`src/supervisor_pkg.sv`:
```
// constants and types for the security supervisor and mode control block
// What this block does
// RL1 - out-of-range voltage, frequency, temperature or light sensor forces chip reset
// RL2 - eeprom light detector or fault detector raises an exception, not reset
// RL3 - fault detection covers pc, stack pointer, status high, ciphers, bignum unit
// RL4 - software selects one of two eeprom light detectors or none
// RL5 - inverse error correction enabled makes a detected ecc error raise exception
// RL6 - every reset restores reset values and records a readable reset cause
// RL7 - every exception leaves a readable indicator of its cause
// RL8 - sensors always enabled outside test mode; software cannot disable them
// RL9 - sensor to reset or exception mapping is fixed in hardware
// RL10 - three stack pointer limit checkers for user, system, super-system modes
// RL11 - each eeprom write samples programming voltage check into readable bit, no event
// RL12 - each eeprom byte read corrects any single-bit error automatically
// RL13 - every rom read is parity checked; parity error forces chip reset
// RL14 - start in boot mode; test mode if available, else system mode
// RL15 - test mode may go to system mode; never back to boot
// RL16 - once delivery lock is set test mode can never be entered
// RL17 - boot mode only during boot phase after reset, never re-entered
// RL18 - after test phase super-system select grants only contactless-legacy mode
// RL19 - fuse-held security enables cannot be changed by software
// RL20 - privileged-mode state registers exist per user, system, super-system mode
// RL21 - reset alarm and exception alarm together: reset wins, exception dropped
package supervisor_pkg;

   // cpu modes
   typedef enum logic [2:0] {
      mode_boot,
      mode_test,
      mode_legacy,
      mode_system,
      mode_user
   } cpu_mode_e;

   // stack pointer banks
   localparam int unsigned sp_banks   = 3;
   localparam int unsigned bank_user  = 0;
   localparam int unsigned bank_sys   = 1;
   localparam int unsigned bank_super = 2;
   localparam int unsigned sp_w       = 16;

   // reset cause bits
   localparam int unsigned rc_w       = 4;
   localparam int unsigned rc_power   = 0;
   localparam int unsigned rc_sensor  = 1;
   localparam int unsigned rc_parity  = 2;
   localparam int unsigned rc_ext     = 3;

   // exception cause bits
   localparam int unsigned xc_w       = 6;
   localparam int unsigned xc_ee_lite = 0;
   localparam int unsigned xc_fault   = 1;
   localparam int unsigned xc_ecc     = 2;
   localparam int unsigned xc_sp_usr  = 3;
   localparam int unsigned xc_sp_sys  = 4;
   localparam int unsigned xc_sp_sup  = 5;

   // sensor and fault vector widths
   localparam int unsigned sens_w     = 4;
   localparam int unsigned fault_w    = 6;

   // eeprom light-detect select codes
   localparam logic [1:0] ee_sel_off  = 2'h0;
   localparam logic [1:0] ee_sel_a    = 2'h1;
   localparam logic [1:0] ee_sel_b    = 2'h2;

   // eeprom byte with four check bits, single error correcting
   localparam int unsigned ee_data_w  = 8;
   localparam int unsigned ee_code_w  = 12;

   // boot phase length in cycles
   localparam logic [3:0] boot_cycles = 4'h8;

   // power-on value of the reset cause register
   localparam logic [rc_w-1:0] rc_reset_val = 4'h1;

endpackage : supervisor_pkg

```
`src/security_supervisor_mode_control.sv`:
```
// security supervisor: alarms, stack limits, memory checks and cpu mode sequencer
`timescale 1ns/1ns
`default_nettype none
module security_supervisor_mode_control (
   input  wire  logic                                      clk,
   input  wire  logic                                      arst_n,
   // environmental sensors: voltage, frequency, temperature, light
   input  wire  logic [supervisor_pkg::sens_w-1:0]         sensor_alarm,
   // fault detectors: pc, sp, status high, block cipher a/b, bignum unit
   input  wire  logic [supervisor_pkg::fault_w-1:0]        fault_alarm,
   input  wire  logic                                      ee_light_a,
   input  wire  logic                                      ee_light_b,
   input  wire  logic [1:0]                                ee_light_sel,
   input  wire  logic                                      inv_ecc_en,
   input  wire  logic                                      ee_rd,
   input  wire  logic [supervisor_pkg::ee_code_w-1:0]      ee_rd_code,
   input  wire  logic                                      ee_wr,
   input  wire  logic                                      hv_ok,
   input  wire  logic                                      rom_rd,
   input  wire  logic [8:0]                                rom_rd_word,
   input  wire  logic                                      sp_push,
   input  wire  logic [supervisor_pkg::sp_w-1:0]           sp_value,
   input  wire  logic                                      sp_lim_wr,
   input  wire  logic [supervisor_pkg::sp_w-1:0]           sp_lim_wdata,
   input  wire  logic                                      super_system_select_bit,
   input  wire  logic                                      user_mode_req,
   input  wire  logic                                      test_done,
   input  wire  logic                                      fuse_test_avail,
   input  wire  logic                                      fuse_delivery_lock,
   input  wire  logic                                      ext_reset_req,
   input  wire  logic                                      exc_ack,
   output var   logic                                      chip_reset,
   output var   logic                                      exc_req,
   output var   logic [supervisor_pkg::xc_w-1:0]           exc_cause,
   output var   logic [supervisor_pkg::rc_w-1:0]           reset_cause,
   output var   logic                                      hv_check,
   output var   logic                                      ee_rd_valid,
   output var   logic [supervisor_pkg::ee_data_w-1:0]      ee_rd_data,
   output var   logic [2:0]                                cpu_mode,
   output var   logic                                      sensors_on
);
   import supervisor_pkg::*;

   // whole block state in one record
   typedef struct packed {
      logic [sens_w-1:0]           sens_s1;
      logic [sens_w-1:0]           sens_s2;
      logic [sens_w-1:0]           sens_s3;
      logic                        lock_s1;
      logic                        lock_s2;
      logic                        lock_s3;
      logic                        test_s1;
      logic                        test_s2;
      logic                        test_s3;
      logic                        fill_s1;
      logic                        fill_s2;
      logic                        fill_s3;
      logic                        fuse_lock;
      logic                        fuse_test;
      logic                        fuses_taken;
      cpu_mode_e                   mode;
      logic                        boot_done;
      logic [3:0]                  boot_cnt;
      logic [sp_banks-1:0][sp_w-1:0] sp_lim;
      logic                        rst_out;
      logic                        exc;
      logic [xc_w-1:0]             xcause;
      logic [rc_w-1:0]             rcause;
      logic                        hv;
      logic                        rd_valid;
      logic [ee_data_w-1:0]        rd_data;
      logic                        sens_en;
   } state_s;

   state_s q, d;

   logic [fault_w-1:0]  fault_hit;
   logic                ee_light_hit;
   logic                ecc_err;
   logic [ee_data_w-1:0] ecc_fixed;
   logic [3:0]          syndrome;
   logic [sp_banks-1:0] sp_hit;
   logic                sens_hit;
   logic                parity_hit;
   logic                any_reset;
   logic [xc_w-1:0]     exc_new;
   logic [1:0]          sp_bank;
   logic                fuse_settled;

   // positions of data bits inside the hamming codeword, 1-based
   localparam logic [3:0] dpos [ee_data_w] = '{4'h3, 4'h5, 4'h6, 4'h7,
                                              4'h9, 4'ha, 4'hb, 4'hc};

   // RL12 single error correction, one decoder per byte
   always_comb begin
      syndrome = 4'h0;
      for (int i = 1; i <= ee_code_w; i++) begin
         if (ee_rd_code[i-1]) begin
            syndrome = syndrome ^ 4'(i);
         end
      end
   end

   // RL12 flip data bit
   genvar g;
   generate
      for (g = 0; g < ee_data_w; g++) begin : g_fix
         assign ecc_fixed[g] = ee_rd_code[dpos[g]-1] ^ (syndrome == dpos[g]);
      end
   endgenerate

   assign ecc_err = ee_rd && (syndrome != 4'h0);

   // RL3 fault detector coverage
   assign fault_hit = fault_alarm;

   // RL4 selected detector only
   always_comb begin
      case (ee_light_sel)
         ee_sel_a: ee_light_hit = ee_light_a;
         ee_sel_b: ee_light_hit = ee_light_b;
         default:  ee_light_hit = 1'b0;
      endcase
   end

   // RL10 bank follows current mode
   always_comb begin
      case (q.mode)
         mode_user:   sp_bank = 2'(bank_user);
         mode_system: sp_bank = 2'(bank_sys);
         default:     sp_bank = 2'(bank_super);
      endcase
   end

   // RL10 RL20 per-bank limit compare
   generate
      for (g = 0; g < sp_banks; g++) begin : g_sp
         assign sp_hit[g] = sp_push && (sp_bank == 2'(g)) && (sp_value >= q.sp_lim[g]);
      end
   endgenerate

   // RL8 sensors gated only in test mode; no software input reaches this
   assign sens_hit   = (q.mode != mode_test) && (q.sens_s2 & q.sens_s3) != '0;
   // RL13 odd parity over rom byte
   assign parity_hit = rom_rd && (^rom_rd_word) == 1'b0;
   assign any_reset  = sens_hit || parity_hit || ext_reset_req;

   // RL19 fuse stages settled; fill marks keep reset zeros from passing as unlocked fuses
   assign fuse_settled = q.fill_s3 && (q.lock_s2 == q.lock_s3) && (q.test_s2 == q.test_s3);

   // RL2 RL9 hard-wired mapping of every exception alarm
   always_comb begin
      exc_new            = '0;
      exc_new[xc_ee_lite] = ee_light_hit;
      exc_new[xc_fault]   = |fault_hit;
      // RL5 ecc error raises exception
      exc_new[xc_ecc]     = ecc_err && inv_ecc_en;
      exc_new[xc_sp_usr]  = sp_hit[bank_user];
      exc_new[xc_sp_sys]  = sp_hit[bank_sys];
      exc_new[xc_sp_sup]  = sp_hit[bank_super];
   end

   // next state
   always_comb begin
      d = q;
      // sensor inputs pass three stages; a change counts once stages two and three agree
      d.sens_s1 = sensor_alarm;
      d.sens_s2 = q.sens_s1;
      d.sens_s3 = q.sens_s2;
      d.lock_s1 = fuse_delivery_lock;
      d.lock_s2 = q.lock_s1;
      d.lock_s3 = q.lock_s2;
      d.test_s1 = fuse_test_avail;
      d.test_s2 = q.test_s1;
      d.test_s3 = q.test_s2;
      // fill marks run in step with the fuse stages so only real samples are ever caught
      d.fill_s1 = 1'b1;
      d.fill_s2 = q.fill_s1;
      d.fill_s3 = q.fill_s2;
      d.rd_valid = ee_rd;
      if (ee_rd) begin
         d.rd_data = ecc_fixed;
      end
      // RL11 sample voltage check, no event
      if (ee_wr) begin
         d.hv = hv_ok;
      end
      // RL19 fuses caught once after reset, no software path
      if (!q.fuses_taken && fuse_settled) begin
         d.fuses_taken = 1'b1;
         d.fuse_lock   = q.lock_s3;
         d.fuse_test   = q.test_s3;
      end
      // limit write goes to the bank of the current mode
      if (sp_lim_wr) begin
         d.sp_lim[sp_bank] = sp_lim_wdata;
      end
      // RL14 boot sequencer
      case (q.mode)
         mode_boot: begin
            if (q.fuses_taken && q.boot_cnt != boot_cycles) begin
               d.boot_cnt = q.boot_cnt + 4'h1;
            end
            if (q.fuses_taken && q.boot_cnt == boot_cycles) begin
               d.boot_done = 1'b1;
               // RL16 lock bars test mode
               if (q.fuse_test && !q.fuse_lock) begin
                  d.mode = mode_test;
               end else begin
                  d.mode = mode_system;
               end
            end
         end
         mode_test: begin
            // RL15 leave test, never to boot
            if (test_done || q.fuse_lock) begin
               d.mode = mode_system;
            end
         end
         mode_system: begin
            // RL18 only legacy mode granted
            if (super_system_select_bit) begin
               d.mode = mode_legacy;
            end else if (user_mode_req) begin
               d.mode = mode_user;
            end
         end
         mode_legacy, mode_user: begin
            // RL17 exits never reach boot
            if (!super_system_select_bit && !user_mode_req) begin
               d.mode = mode_system;
            end
         end
         default: d.mode = mode_system;
      endcase
      // RL7 sticky cause, set wins over ack
      d.exc    = (q.exc && !exc_ack) || (exc_new != '0);
      d.xcause = (exc_ack ? '0 : q.xcause) | exc_new;
      d.rst_out = 1'b0;
      // RL1 RL13 reset forcing
      if (any_reset) begin
         d.rst_out = 1'b1;
         // RL21 reset beats exception
         d.exc    = 1'b0;
         d.xcause = '0;
         // RL6 record cause
         d.rcause                  = '0;
         d.rcause[rc_sensor]       = sens_hit;
         d.rcause[rc_parity]       = parity_hit;
         d.rcause[rc_ext]          = ext_reset_req;
         // RL6 RL17 return to reset values and reboot
         d.mode      = mode_boot;
         d.boot_done = 1'b0;
         d.boot_cnt  = '0;
         d.sp_lim    = '1;
         d.hv        = 1'b0;
         d.rd_valid  = 1'b0;
         d.rd_data   = '0;
      end
      // RL8 enable follows the next mode, so it moves together with cpu_mode
      d.sens_en = (d.mode != mode_test);
   end

   // register the whole state; reset values are constants only
   always_ff @(posedge clk or negedge arst_n) begin
      if (!arst_n) begin
         q          <= '0;
         q.mode     <= mode_boot;
         q.sp_lim   <= '1;
         q.rcause   <= rc_reset_val;
         q.fuse_lock <= 1'b1;  // safest until fuses are caught
         q.sens_en   <= 1'b1;  // boot mode keeps sensors armed
      end else begin
         q <= d;
      end
   end

   // outputs come straight from the state flops
   assign chip_reset  = q.rst_out;
   assign exc_req     = q.exc;
   assign exc_cause   = q.xcause;
   assign reset_cause = q.rcause;
   assign hv_check    = q.hv;
   assign ee_rd_valid = q.rd_valid;
   assign ee_rd_data  = q.rd_data;
   assign cpu_mode    = q.mode;
   // RL8 registered enable, high outside test
   assign sensors_on  = q.sens_en;

endmodule : security_supervisor_mode_control
`default_nettype wire

```
`config.mk`:
```
export PLATFORM = sky130hd
export DESIGN_NAME = security_supervisor_mode_control
export DESIGN_NICKNAME = d
export VERILOG_FILES = /design/src/supervisor_pkg.sv /design/src/security_supervisor_mode_control.sv
export SDC_FILE = /design/constraint.sdc
export NUM_CORES = 1
export LEC_CHECK = 0
export BUFFER_PORTS_ARGS = -buffer_cell sky130_fd_sc_hd__buf_2
export CELL_PAD_IN_SITES_DETAIL_PLACEMENT = 1
export CELL_PAD_IN_SITES_GLOBAL_PLACEMENT = 1
export CORE_MARGIN = 2
export CORE_UTILIZATION = 39
export DETAILED_ROUTE_END_ITERATION = 8
export GPL_ROUTABILITY_DRIVEN = 0
export HOLD_SLACK_MARGIN = 0.03
export PLACE_DENSITY = 0.85
export SYNTH_ARGS = -nofsm -noshare
export SYNTH_HDL_FRONTEND = slang
export SYNTH_SLANG_ARGS = --single-unit
```
`constraint.sdc`:
```
create_clock -name clk -period 2 [get_ports clk]
set_clock_uncertainty 0.1 [all_clocks]
set_input_delay 0.2 -clock clk [delete_from_list [all_inputs] [get_ports clk]]
set_output_delay 0.2 -clock clk [all_outputs]
set_load 0.05 [all_outputs]
```
Yosys cells after proc, flatten, opt, wreduce, memory -nomap -nowiden
Cells that the tools add are included.

storage, ports and cells
  output and inout port bits = 26
  register bits after elaboration = 102
  input bits = 83
  word-level logic and storage cells = 151

cells by class
  magnitude comparators = 5
  add/sub/neg operators = 1
  equality and inequality tests = 22
  muxes and demuxes = 31
  reductions and logical operators = 42
  bitwise operators = 22

operators with widths
  operator              count
  $mux W78              1
  $bwmux W48            1
  $ge A16 B16 Y1        3
  $mux W48              1
  $demux W16 S2         1
  $mux W4               7
  $mux W3               8
  $eq A4 B4 Y1 const B  5
  $logic_and A1 B1 Y1   19
  $mux W16              1
  $eq A4 B3 Y1 const B  3
  $not A2 Y2            6
  $pmux W3 S4           1
  $reduce_bool A2 Y1    5
  $reduce_xor A9 Y1     1
  $mux W8               1
  $reduce_bool A4 Y1    2
  $xor A1 B1 Y1         8
  $eq A3 B2 Y1 const B  2
  $mux W2               3
  $mux W6               1
  $ne A3 B1 Y1 const B  2
  $not A3 Y3            2
  $or A6 B6 Y6          1
  25 further kinds      38

Depth between registers and ports, before layout
Gate-level depths: netlist of the first run.

  word-level depth = 27
  gate-level depth with buffers = 8
  depth with buffers taken out = 8

Least setup slack after synthesis of the first run
OpenSTA, ideal clock, no wires.

  path type = register to register
  from = register q[65] (netlist name)
  to = register q (netlist bit exc_req)
  required time = 1.762 ns
  buffers on the path = 0
  path slack = -0.025 ns
  data arrival time = 1.786 ns
  library setup time = 0.138 ns
  cell stages (with the launch flop) = 9
  clock period less this slack = 2.025 ns
  path through = dfstp_2 -> inv_1 -> ha_1 -> a21o_1 -> a21oi_1 -> nand2_1 -> a2111oi_0 -> a21o_1 -> a41oi_1

RTL lines
  what             RTL line                                text
  start, declared  security_supervisor_mode_control.sv:75  state_s q, d;

==> results of run 1 <==
## power groups by stage
stage | Clock, uW | Sequential [uW] | Combinational, uW
after global placement | 0 | 2250 | 852
after global routing | 1830 | 2240 | 1100
after floorplan | 0 | 2260 | 556
after CTS | 1740 | 2230 | 983
after detailed placement | 0 | 2260 | 897
final | 1730 | 2220 | 1010
## sequential cells by signal (all words and copies together) (netlist names)
| signal | flops |
|---|---|
| chip_reset | 1 |
| d | 14 |
| sensors_on | 1 |
| exc_cause | 6 |
| hv_check | 1 |
| ee_rd_data | 8 |
| ee_rd_valid | 1 |
| cpu_mode | 3 |
| reset_cause | 4 |
| exc_req | 1 |
| q | 62 |
## layout by cell type, fill, tap and decap left out, types with 15 or more instances in the layout
master | netlist | layout
buf_2 | 6 | 107
nand2_1 | 69 | 67
inv_1 | 60 | 52
dfrtp_1 | 51 | 51
dfstp_2 | 51 | 51
o211ai_1 | 50 | 50
buf_4 | 21 | 38
ha_1 | 52 | 37
nor2_1 | 30 | 30
dlygate4sd3_1 | 0 | 26
a21oi_1 | 27 | 16
xnor2_1 | 15 | 15
## per-stage QoR
stage | instances | power, uW
floorplan | 562 | 2817
global placement | 851 | 3104
detailed placement | 851 | 3158
CTS | 894 | 4951
global route | 896 | 5164
finish | 897 | 4966
## how the worst min path moves through the flow
stage	slack (ns)	end	start
after floorplan	-0.20	chip_reset	arst_n
after global placement	0.21	d[98]	sensor_alarm[3]
after detailed placement	0.21	d[96]	sensor_alarm[1]
after CTS	0.03	exc_cause[2]	inv_ecc_en
after global routing	0.08	exc_cause[2]	inv_ecc_en
final	0.03	exc_cause[2]	inv_ecc_en
## cells by family (layout without fill, tap and decap cells)
| kind of cell | count (synthesis) | count (layout) |
|---|---|---|
| compound gates | 123 | 123 |
| simple gates | 143 | 143 |
| buf+inv | 104 | 254 |
| mux | 5 | 5 |
| other cells | 1 | 2 |
| xor+xnor | 32 | 32 |
| flops | 102 | 102 |
| fa+ha+maj | 52 | 52 |
## metal layers
| metal | up-vias | part of all wire | track usage |
|---|---|---|---|
| met5 | - | 0 | 0 |
| met2 | 180 | 0.52 | 0.4278 |
| met4 | 0 | 0.055 | 0.1333 |
| met1 | 2420 | 0.39 | 0.2612 |
| li1 | 2202 | - | - |
| met3 | 71 | 0.043 | 0.04682 |
## final cells by class
| type | instances | area share |
|---|---|---|
| Antenna cell | 1 | 0.0003339 |
| Clock buffer | 10 | 0.03055 |
| Clock inverter | 6 | 0.007179 |
| Inverter | 61 | 0.03055 |
| Multi-Input combinational cell | 356 | 0.3913 |
| Sequential cell | 102 | 0.3491 |
| Tap cell | 184 | 0.03072 |
| Timing Repair Buffer | 177 | 0.1603 |
## worst register-to-register path: stages, from the launching register on
cell,delay (ns)
dfstp_2,0.52
inv_1,0.07
ha_1,0.19
a21o_1,0.19
a21oi_2,0.20
buf_4,0.15
a21oi_2,0.05
o211ai_1,0.24
a21o_1,0.21
a41oi_2,0.14
## repair_timing
item	in CTS	in global routing
buffers inserted	1	2
gates resized for setup	46	12
hold endpoints to repair	101	0
hold buffers	26	0
pin swaps	22	10
setup endpoints to repair	4	8
==> results.md, run 1 <==
- Synthesized flop and latch total: 102
- # port buffers: 108
- Leak: 0.003672 uW
- Most numerous cell in the Yosys netlist: nand2_1
- Unrepaired setup endpoints after global routing: yes
- Worst setup EP type: register
- First-pass GRT wire length: 29330 um
- Tcrit/Tclk final: 1.089
- TNS Setup: -0.4230 ns
- Core area: 14420 um2
- Top FF cell, synth: dfstp_2
- DRT iter0 DRCs: 236
- Startpoint types: register
- Buf/Inv on CP: 2
- Failing checks: negative setup slack
- Ys async rst share: 1.000
- Crit path from: q[64]
- Pre-CTS setup slack: -0.1677 ns
- RR Endpoint: exc_req
- Initial DRT Pass Iterations: 4
- Worst Reg2Reg Path Length in Cells: 9
- Design Area, Final: about 7500 um2
- Die width: 124.9 um
- Hold WC Path Type: in2reg
- Vias per cell: 5.433
- Cell at the slowest stage of the critical path: dfstp_2
- Routed Antenna Nets: 0
- Max incr delay on CP: 0.52 ns
- Setup slack, reg-to-reg: -0.18 ns
- Combinational share of power: 0.203
- Clk root buf: clkbuf_16
- Warnings, synthesis: 0
- H-tree level count: 3
- Hold Slack: 0.03488 ns
- DPL Wire Length: 11590 um
- Clk slew on worst S/H paths: 0.07 ns
- Hold Crit Depth: 3
- Multi-input logic area: 2933 um2
- Gr usage total: 0.2376
- Adder-cell share of the synthesized area: 0.1142
- Mean Syn Cell Area: roughly 10 um2
- # IOs: 109
- Final hold vios: 0
- Total stage count of the critical path: 9
- Die area: ~16000 um2
- Post-synth top cells: nand2_1, inv_1, ha_1
- Worst R2R Start: q[64]
- Cell chain of the critical path: inv_1, ha_1, a21o_1, a21oi_2, buf_4, a21oi_2, o211ai_1, a21o_1, a41oi_2
- XOR/XNOR Fraction of Synth Area: 0.06390
- Layout cells sized above 1: 0.3904
- Nets: 842
- Fin util: 0.5196
- Leading area contributor after synthesis: dfstp_2
- Largest net degree at the start of global routing: 57
- Synth unique cells: 52
- Ranking of synthesized cells by area: dfstp_2, dfrtp_1, ha_1
- Seq pwr share: 0.448
- Mapped cell area: 5698 um2
- Critical Path Fanout Max: 2
- Outcome: finished, violations left
- Clock tree buffer depth: 2
- Register Area: 2616 um2
- CTS tree: done
- Total wire length: 18520 um
- Sw frac: 0.3013
- Clock share of power: 0.349
- Synth Area in Simple Gates: 0.1173
- Initial Util: 0.3950
- Psw: 1496 uW
- Fmax: ~460 MHz
- CP delay by family, top: compound AO/OA/AOI/OAI gates
- # rows: 44
- TritonCTS buffer count: 9
- Clk sinks: 102
- Synthesized Nets: 697
- Filler cell count: 1603
- CP required: 2.12 ns
- Seq/Total Area, Yosys: 0.4592
- Yosys top cell area share: 0.2352
- Final worst slack: -0.1788 ns
- Post-synth EDFFs: 0
- Initial antenna violation count: 1
- Vias: 4873
- Pwr per Cell Area: 662.6 nW/um2
- Main combinational cell family by area after synthesis: compound AO/OA/AOI/OAI gates
- Post-synthesis compound-gate area fraction: 0.1509
- Grt ovf: 0
- Max rail drop VDD: 0.0004496 V
- Vias in the first global route: 5601
- Pint: 3470 uW
- Area Overhead vs Synth: 31.53%
- Wire per inst: 20.65 um
- Number of remaining DRC errors: 0
- Setup-failing EPs final: 4
- Setup crit end: exc_req
- CP arrival: between 2 and 2.5 ns
- Post-place instance area: 6598 um2
- CP Class: reg2reg
- Period minus WS final: 2.179 ns
- Clk_lat worst skew: 0.36 ns
- Max-cap violations: 0
- Post-Synthesis Cells: 562
- Post-synthesis mux area share: 0.009003
- Die H: 124.9 um
- Pins Over Slew Limit: 0
No activity file was read; power rests on OpenSTA's default activity.
==> run 2, diff against run 1 <==
--- a/config.mk
+++ b/config.mk
@@ -10,3 +10,3 @@
 export CELL_PAD_IN_SITES_GLOBAL_PLACEMENT = 1
-export CORE_MARGIN = 2
+export CORE_MARGIN = 3
 export CORE_UTILIZATION = 39
@@ -16,2 +16,3 @@
 export PLACE_DENSITY = 0.85
+export SKIP_CTS_REPAIR_TIMING = 1
 export SYNTH_ARGS = -nofsm -noshare
==> constraint.sdc (replaced) <==
create_clock -name clk -period 2 [get_ports clk]
set_clock_uncertainty 0.1 [all_clocks]
set_input_delay 0.6 -clock clk [delete_from_list [all_inputs] [get_ports clk]]
set_output_delay 0.6 -clock clk [all_outputs]
set_load 0.05 [all_outputs]
==> run 2 against run 1 <==
  * The flow still finishes with violations (negative setup slack)
  * Via count rose by 3.3%
  * Hold slack improved by 0.13 ns
  * Register-to-register slack barely moved
  * Combinational power rose by 29%
  * Clock power rose by 3%
  * Fmax fell by 0.25%
  * Sequential power barely moved
==> results.md, run 2 (synthesized netlist as in run 1, its figures left out) <==
- Outcome: finished, violations left
- Failing checks: negative setup slack
- Slew @ Worst Pin: approximately 0.66 ns
- Die width: 126.9 um (+1.6%)
- CTS tree: done
- First-pass GRT wire length: 26810 um (-8.6%)
- Period minus WS final: 2.184 ns (+0.005431 ns)
- Sw frac: 0.3097 (+0.008443)
- Vias: 5036 (+3.3%)
- Startpoint types: register
- RR Endpoint: exc_req
- Layout cells sized above 1: 0.4793 (+0.08889)
- Grt ovf: 0 (unchanged)
- Seq pwr share: 0.420 (-0.028)
- Core area: 14100 um2 (-2.3%)
- Post-place instance area: 6842 um2 (+3.7%)
- Vias in the first global route: 5346 (-4.6%)
- Leak: 0.003866 uW (+5.3%)
- CP Class: reg2reg
- Initial antenna violation count: 0 (-1)
- Max rail drop VDD: 0.0006384 V (+42%)
- Final hold vios: 0 (unchanged)
- Clock share of power: 0.334 (-0.015)
- Fmax: 457.8 MHz (-0.25%)
- Grt met3 use: 0.05095 (+0.004126)
- Unrepaired setup endpoints after global routing: yes
- Routed Antenna Nets: 0 (unchanged)
- Setup slack, reg-to-reg: -0.18 ns (about the same)
- Commonest non-fill, non-tap cell in the layout: buf_2
- Largest net degree at the start of global routing: 46 (-19%)
- Grt met2 use: 0.3720 (-0.05579)
- Wire per inst: 23.31 um (+13%)
- CP arrival: 2.33 ns (+0.03 ns)
- Worst setup EP type: register
- Most frequent cells in the layout: buf_2, nand2_1, buf_4, inv_1
- Tcrit/Tclk final: 1.092 (+0.002716)
- Worst R2R Start: q[43]
- Cell chain of the critical path: inv_1, ha_1, a211o_1, a21oi_1, o21ai_1, a41oi_2, or3_4, a41oi_2
- Area Overhead vs Synth: 38.21%
- Fin util: 0.5587 (+0.03907)
- Pins Over Slew Limit: 0 (unchanged)
- Design Area, Final: 7875 um2 (+5.1%)
- Pre-CTS setup slack: -0.6212 ns (-0.4535 ns)
- # port buffers: 108 (unchanged)
- Initial DRT Pass Iterations: 4 (unchanged)
- Ant. Diodes: 0 (-1)
- Gr usage total: 0.2074 (-0.03020)
- Combinational share of power: 0.246 (+0.043)
- Max FFs per register: 62 (unchanged)
- Pwr Total: 5309 uW (+6.9%)
- Number of remaining DRC errors: 0 (unchanged)
- Die area: 16100 um2 (+3.2%)
- Setup-failing EPs final: 57 (+53)
- Pint: 3665 uW (+5.6%)
- Hold WC Path Type: in2async
- Nets: 856 (+1.7%)
- H-tree level count: 3 (unchanged)
- Max incr delay on CP: 0.53 ns (about the same)
- GR Layer Usage met1: 0.2403 (-0.02087)
- Total wire length: 21120 um (+14%)
- TNS Setup: -2.126 ns (-1.703 ns)
- Die H: 126.9 um (+1.6%)
- Clk_lat worst skew: 0.36 ns (about the same)
- Cell at the slowest stage of the critical path: dfstp_2
- Initial Util: 0.4042 (+0.009187)
- Clock tree buffer depth: 2 (unchanged)
- DPL Wire Length: 12290 um (+6.0%)
- Critical Path Fanout Max: 2 (unchanged)
- DRT iter0 DRCs: 368 (+56%)
- # rows: 43 (-2.3%)
- TritonCTS buffer count: 9 (unchanged)
- Clk sinks: 102 (unchanged)
- Worst slew margin: 0.5535
- Worst Reg2Reg Path Length in Cells: 8 (-1)
- Final worst slack: -0.1843 ns (-0.005431 ns)
- Psw: 1644 uW (+9.9%)
- Clk slew on worst S/H paths: 0.08 ns (about the same)
- Max-cap violations: 0 (unchanged)
- Most used cell, CP: a41oi_2
- Pwr per Cell Area: 674.1 nW/um2 (+1.7%)
- Vias per cell: 5.558 (+2.3%)
- Global-route layer with the greatest usage: met2
- CP required: 2.14 ns (+0.02 ns)
- Clk root buf: clkbuf_16
- Largest Register: q
- # IOs: 109 (unchanged)
[run 2: changes by cell type in the layout (fill, tap and decap cells not counted), moves of 4 or more]
| cell | change |
|---|---|
| ha_4 | +4 |
| clkbuf_16 | +4 |
| buf_6 | +10 |
| buf_2 | -4 |
| dlygate4sd3_1 | -26 |
| buf_4 | +27 |
| xnor2_2 | +5 |
| xnor2_1 | -6 |
[run 2: cell type report]
class / instances / area [um2]
fill: 1546 / 6221
multi-input combinational: 356 / 3123
sequential: 102 / 2616
timing repair buffer: 191 / 1386
clock buffer: 10 / 239.0
inverter: 61 / 234.0
tap: 180 / 225.2
clock inverter: 6 / 51.30
[run 2: worst max-delay path by stage]
stage / slack, ns / from / endpoint
after CTS: -0.30 / q[52] / exc_req
final: -0.18 / q[43] / exc_req
after global placement: -0.49 / rom_rd_word[4] / cpu_mode[2]
after floorplan: -0.23 / rom_rd_word[4] / exc_cause[1]
after detailed placement: -0.62 / rom_rd_word[4] / ee_rd_data[0]
after global routing: -0.28 / q[43] / exc_req
[run 2: critical path: cells and delay by family, from the launching register on]
family / cells / cell delay (ns)
adders and majority gates: 1 / 0.23
buffers and inverters: 1 / 0.06
AOI/OAI and AO/OA: 5 / 0.97
and+or+nand+nor: 1 / 0.18
DFF: 1 / 0.53
[run 2: power groups by stage]
stage                     combinational [uW]  clock (uW)  sequential (uW)
after floorplan                          562           0             2260
after CTS                                986        1770             2230
final                                   1300        1780             2230
after global routing                    1390        1860             2240
after global placement                   916           0             2250
after detailed placement                 971           0             2260
[run 2: layer usage]
layer / share of wire / wire length [um]
met1: 0.38 / 8113
met2: 0.52 / 10970
met3: 0.051 / 1076
met4: 0.045 / 960
met5: 0 / 0
[run 2: per-stage QoR]
step                instances  hold WS (ns)
finish                    906        0.1628
global route              906        0.1726
CTS                       892        0.1605
detailed placement        876        0.2411
global placement          876        0.2318
floorplan                 562        0.2044
==> run 3, diff against run 2 <==
CORE_UTILIZATION = 40   (was 39)
PLACE_DENSITY = 0.83   (was 0.85)
clock period = 2.29 ns   (was 2 ns; I/O delays follow)
==> run 3 against run 2 <==
  * The run now ends clean
  * Hold slack worse by 0.034 ns
  * Cell count is 5.0% lower
  * Fmax is 0.91% lower
  * Largest power group unchanged
  * Highest routed layer unchanged
==> results.md, run 3 (synthesized netlist as in run 1, its figures left out) <==
- Final hold vios: 0 (unchanged)
- Leak: 0.003564 uW (-7.8%)
- TNS Setup: 0 ns (+2.126 ns)
- Vias in the first global route: 5122 (-4.2%)
- Initial DRT Pass Iterations: 4 (unchanged)
- Clock tree buffer depth: 2 (unchanged)
- Buf/Inv on CP: 1 (unchanged)
- Seq pwr share: 0.452 (+0.032)
- Largest net degree at the start of global routing: 54 (+17%)
- Total wire length: 15600 um (-26%)
- Clock share of power: 0.351 (+0.017)
- Clk sinks: 102 (unchanged)
- Worst setup EP type: register
- Pwr Total: 4292 uW (-19%)
- CP delay by family, top: compound AO/OA/AOI/OAI gates
- CP Class: reg2reg
- Multi-input logic area: 2678 um2 (-14%)
- Area Overhead vs Synth: 21.83%
- Fmax: 453.7 MHz (-0.91%)
- Layout cells sized above 1: 0.3489 (-0.1304)
- Final worst slack: 0.08574 ns (+0.2700 ns)
- Tcrit/Tclk final: 0.9626 (-0.1296)
- Pwr per Cell Area: 618.3 nW/um2 (-8.3%)
- Worst slew margin: 0.5826 (+0.02908)
- Grt ovf: 0 (unchanged)
- Psw: 1275 uW (-22%)
- Hold Slack: 0.1283 ns (-0.03447 ns)
- CP required: 2.42 ns (+0.28 ns)
- Die area: 15710 um2 (-2.4%)
- Initial antenna violation count: 0 (unchanged)
- Setup-failing EPs final: 0 (-100%)
- Max incr delay on CP: 0.52 ns (about the same)
- CTS tree: done
- # port buffers: 108 (unchanged)
- Die H: 125.4 um (-1.2%)
- TritonCTS buffer count: 9 (unchanged)
- Vias: 4567 (-9.3%)
- Max rail drop VDD: 0.0003353 V (-47%)
- Startpoint types: register
- Filler cell count: 1560 (+0.91%)
- Clk_lat worst skew: 0.36 ns (about the same)
- Cell at the slowest stage of the critical path: dfstp_2
- Max-cap violations: 0 (unchanged)
- Number of remaining DRC errors: 0 (unchanged)
- CP arrival: 2.34 ns (about the same)
- DPL Wire Length: 11460 um (-6.8%)
- # rows: 42 (-2.3%)
- Hold WC Path Type: in2async
- Routed Antenna Nets: 0 (unchanged)
- Critical Path Fanout Max: 2 (unchanged)
- Cell chain of the critical path: inv_1, ha_1, a211o_1, a21oi_1, o21ai_0, a41oi_1, or3_4, a41oi_2
- # IOs: 109 (unchanged)
- H-tree level count: 3 (unchanged)
- Pins Over Slew Limit: 0 (unchanged)
- Slew @ Worst Pin: 0.6175 ns (-0.04301 ns)
- Max FFs per register: 62 (unchanged)
- Pre-CTS setup slack: -0.3879 ns (+0.2333 ns)
- Sw frac: 0.2971 (-0.01259)
- Wire per inst: 18.12 um (-22%)
- Clk root buf: clkbuf_16
- Register Area: 2616 um2 (unchanged)
- First-pass GRT wire length: 25360 um (-5.4%)
- Vias per cell: 5.304 (-4.6%)
- Most frequent cells in the layout: buf_2, nand2_1, inv_1
- Initial Util: 0.4203 (+0.01604)
- Period minus WS final: 2.204 ns (+0.01999 ns)
- Nets: 815 (-4.8%)
- Gr usage total: 0.1999 (-0.007535)
- Ant. Diodes: 0 (unchanged)
- Outcome: finished clean
- Largest Register: q
- Clk slew on worst S/H paths: 0.08 ns (about the same)
- DRT iter0 DRCs: 240 (-35%)
- Commonest non-fill, non-tap cell in the layout: buf_2
- Die width: 125.4 um (-1.2%)
- Core area: 13560 um2 (-3.8%)
- Combinational share of power: 0.197 (-0.049)
- Pint: 3017 uW (-18%)
[run 3: cell types whose count changed in the layout (fill, tap and decap cells not counted), sizes merged]
cell    delta
clkinv     -2
buf       -38
inv        +2
clkbuf     -3
[run 3: cell type report]
type / count / share of cell area
multi-input cells: 356 / 0.3857
flip-flops and latches: 102 / 0.3769
repair buffers: 150 / 0.1316
inverters: 61 / 0.03371
clock buffers: 10 / 0.03298
well taps: 176 / 0.03172
clock inverters: 6 / 0.007390
[run 3: per-layer routing]
| layer | track usage | share of wire | vias to the layer above |
|---|---|---|---|
| li1 | - | - | 2145 |
| met1 | 0.2441 | 0.42 | 2289 |
| met2 | 0.3584 | 0.52 | 112 |
| met3 | 0.03710 | 0.041 | 21 |
| met4 | 0.06186 | 0.018 | 0 |
| met5 | 0 | 0 | - |
[run 3: power groups by stage]
stage / clock, uW / combinational [uW] / sequential, uW
2_1_floorplan: 0 / 491 / 1970
3_3_place_gp: 0 / 772 / 1970
3_5_place_dp: 0 / 814 / 1970
4_1_cts: 1540 / 822 / 1940
5_1_grt: 1620 / 926 / 1950
6_report: 1510 / 844 / 1940
[run 3: worst paths after layout]
check	start	to	slack [ns]	cells after the start
max	q[44]	exc_req	0.09	8
min	arst_n	exc_req	0.13	1
max reg2reg	q[44]	exc_req	0.09	8
min reg2reg	d[83]	d[82]	0.25	0
max in group asynchronous	arst_n	q[23]	1.33	2
min in group clk	d[83]	d[82]	0.25	0
[run 3: per-stage QoR]
step	instance area [um2]	std cells	util
final	6942	861	0.5120
after global routing	6942	861	0.5120
after CTS	6837	859	0.5042
after detailed placement	6556	843	0.4836
after global placement	6556	843	0.4836
after floorplan	5723	562	-
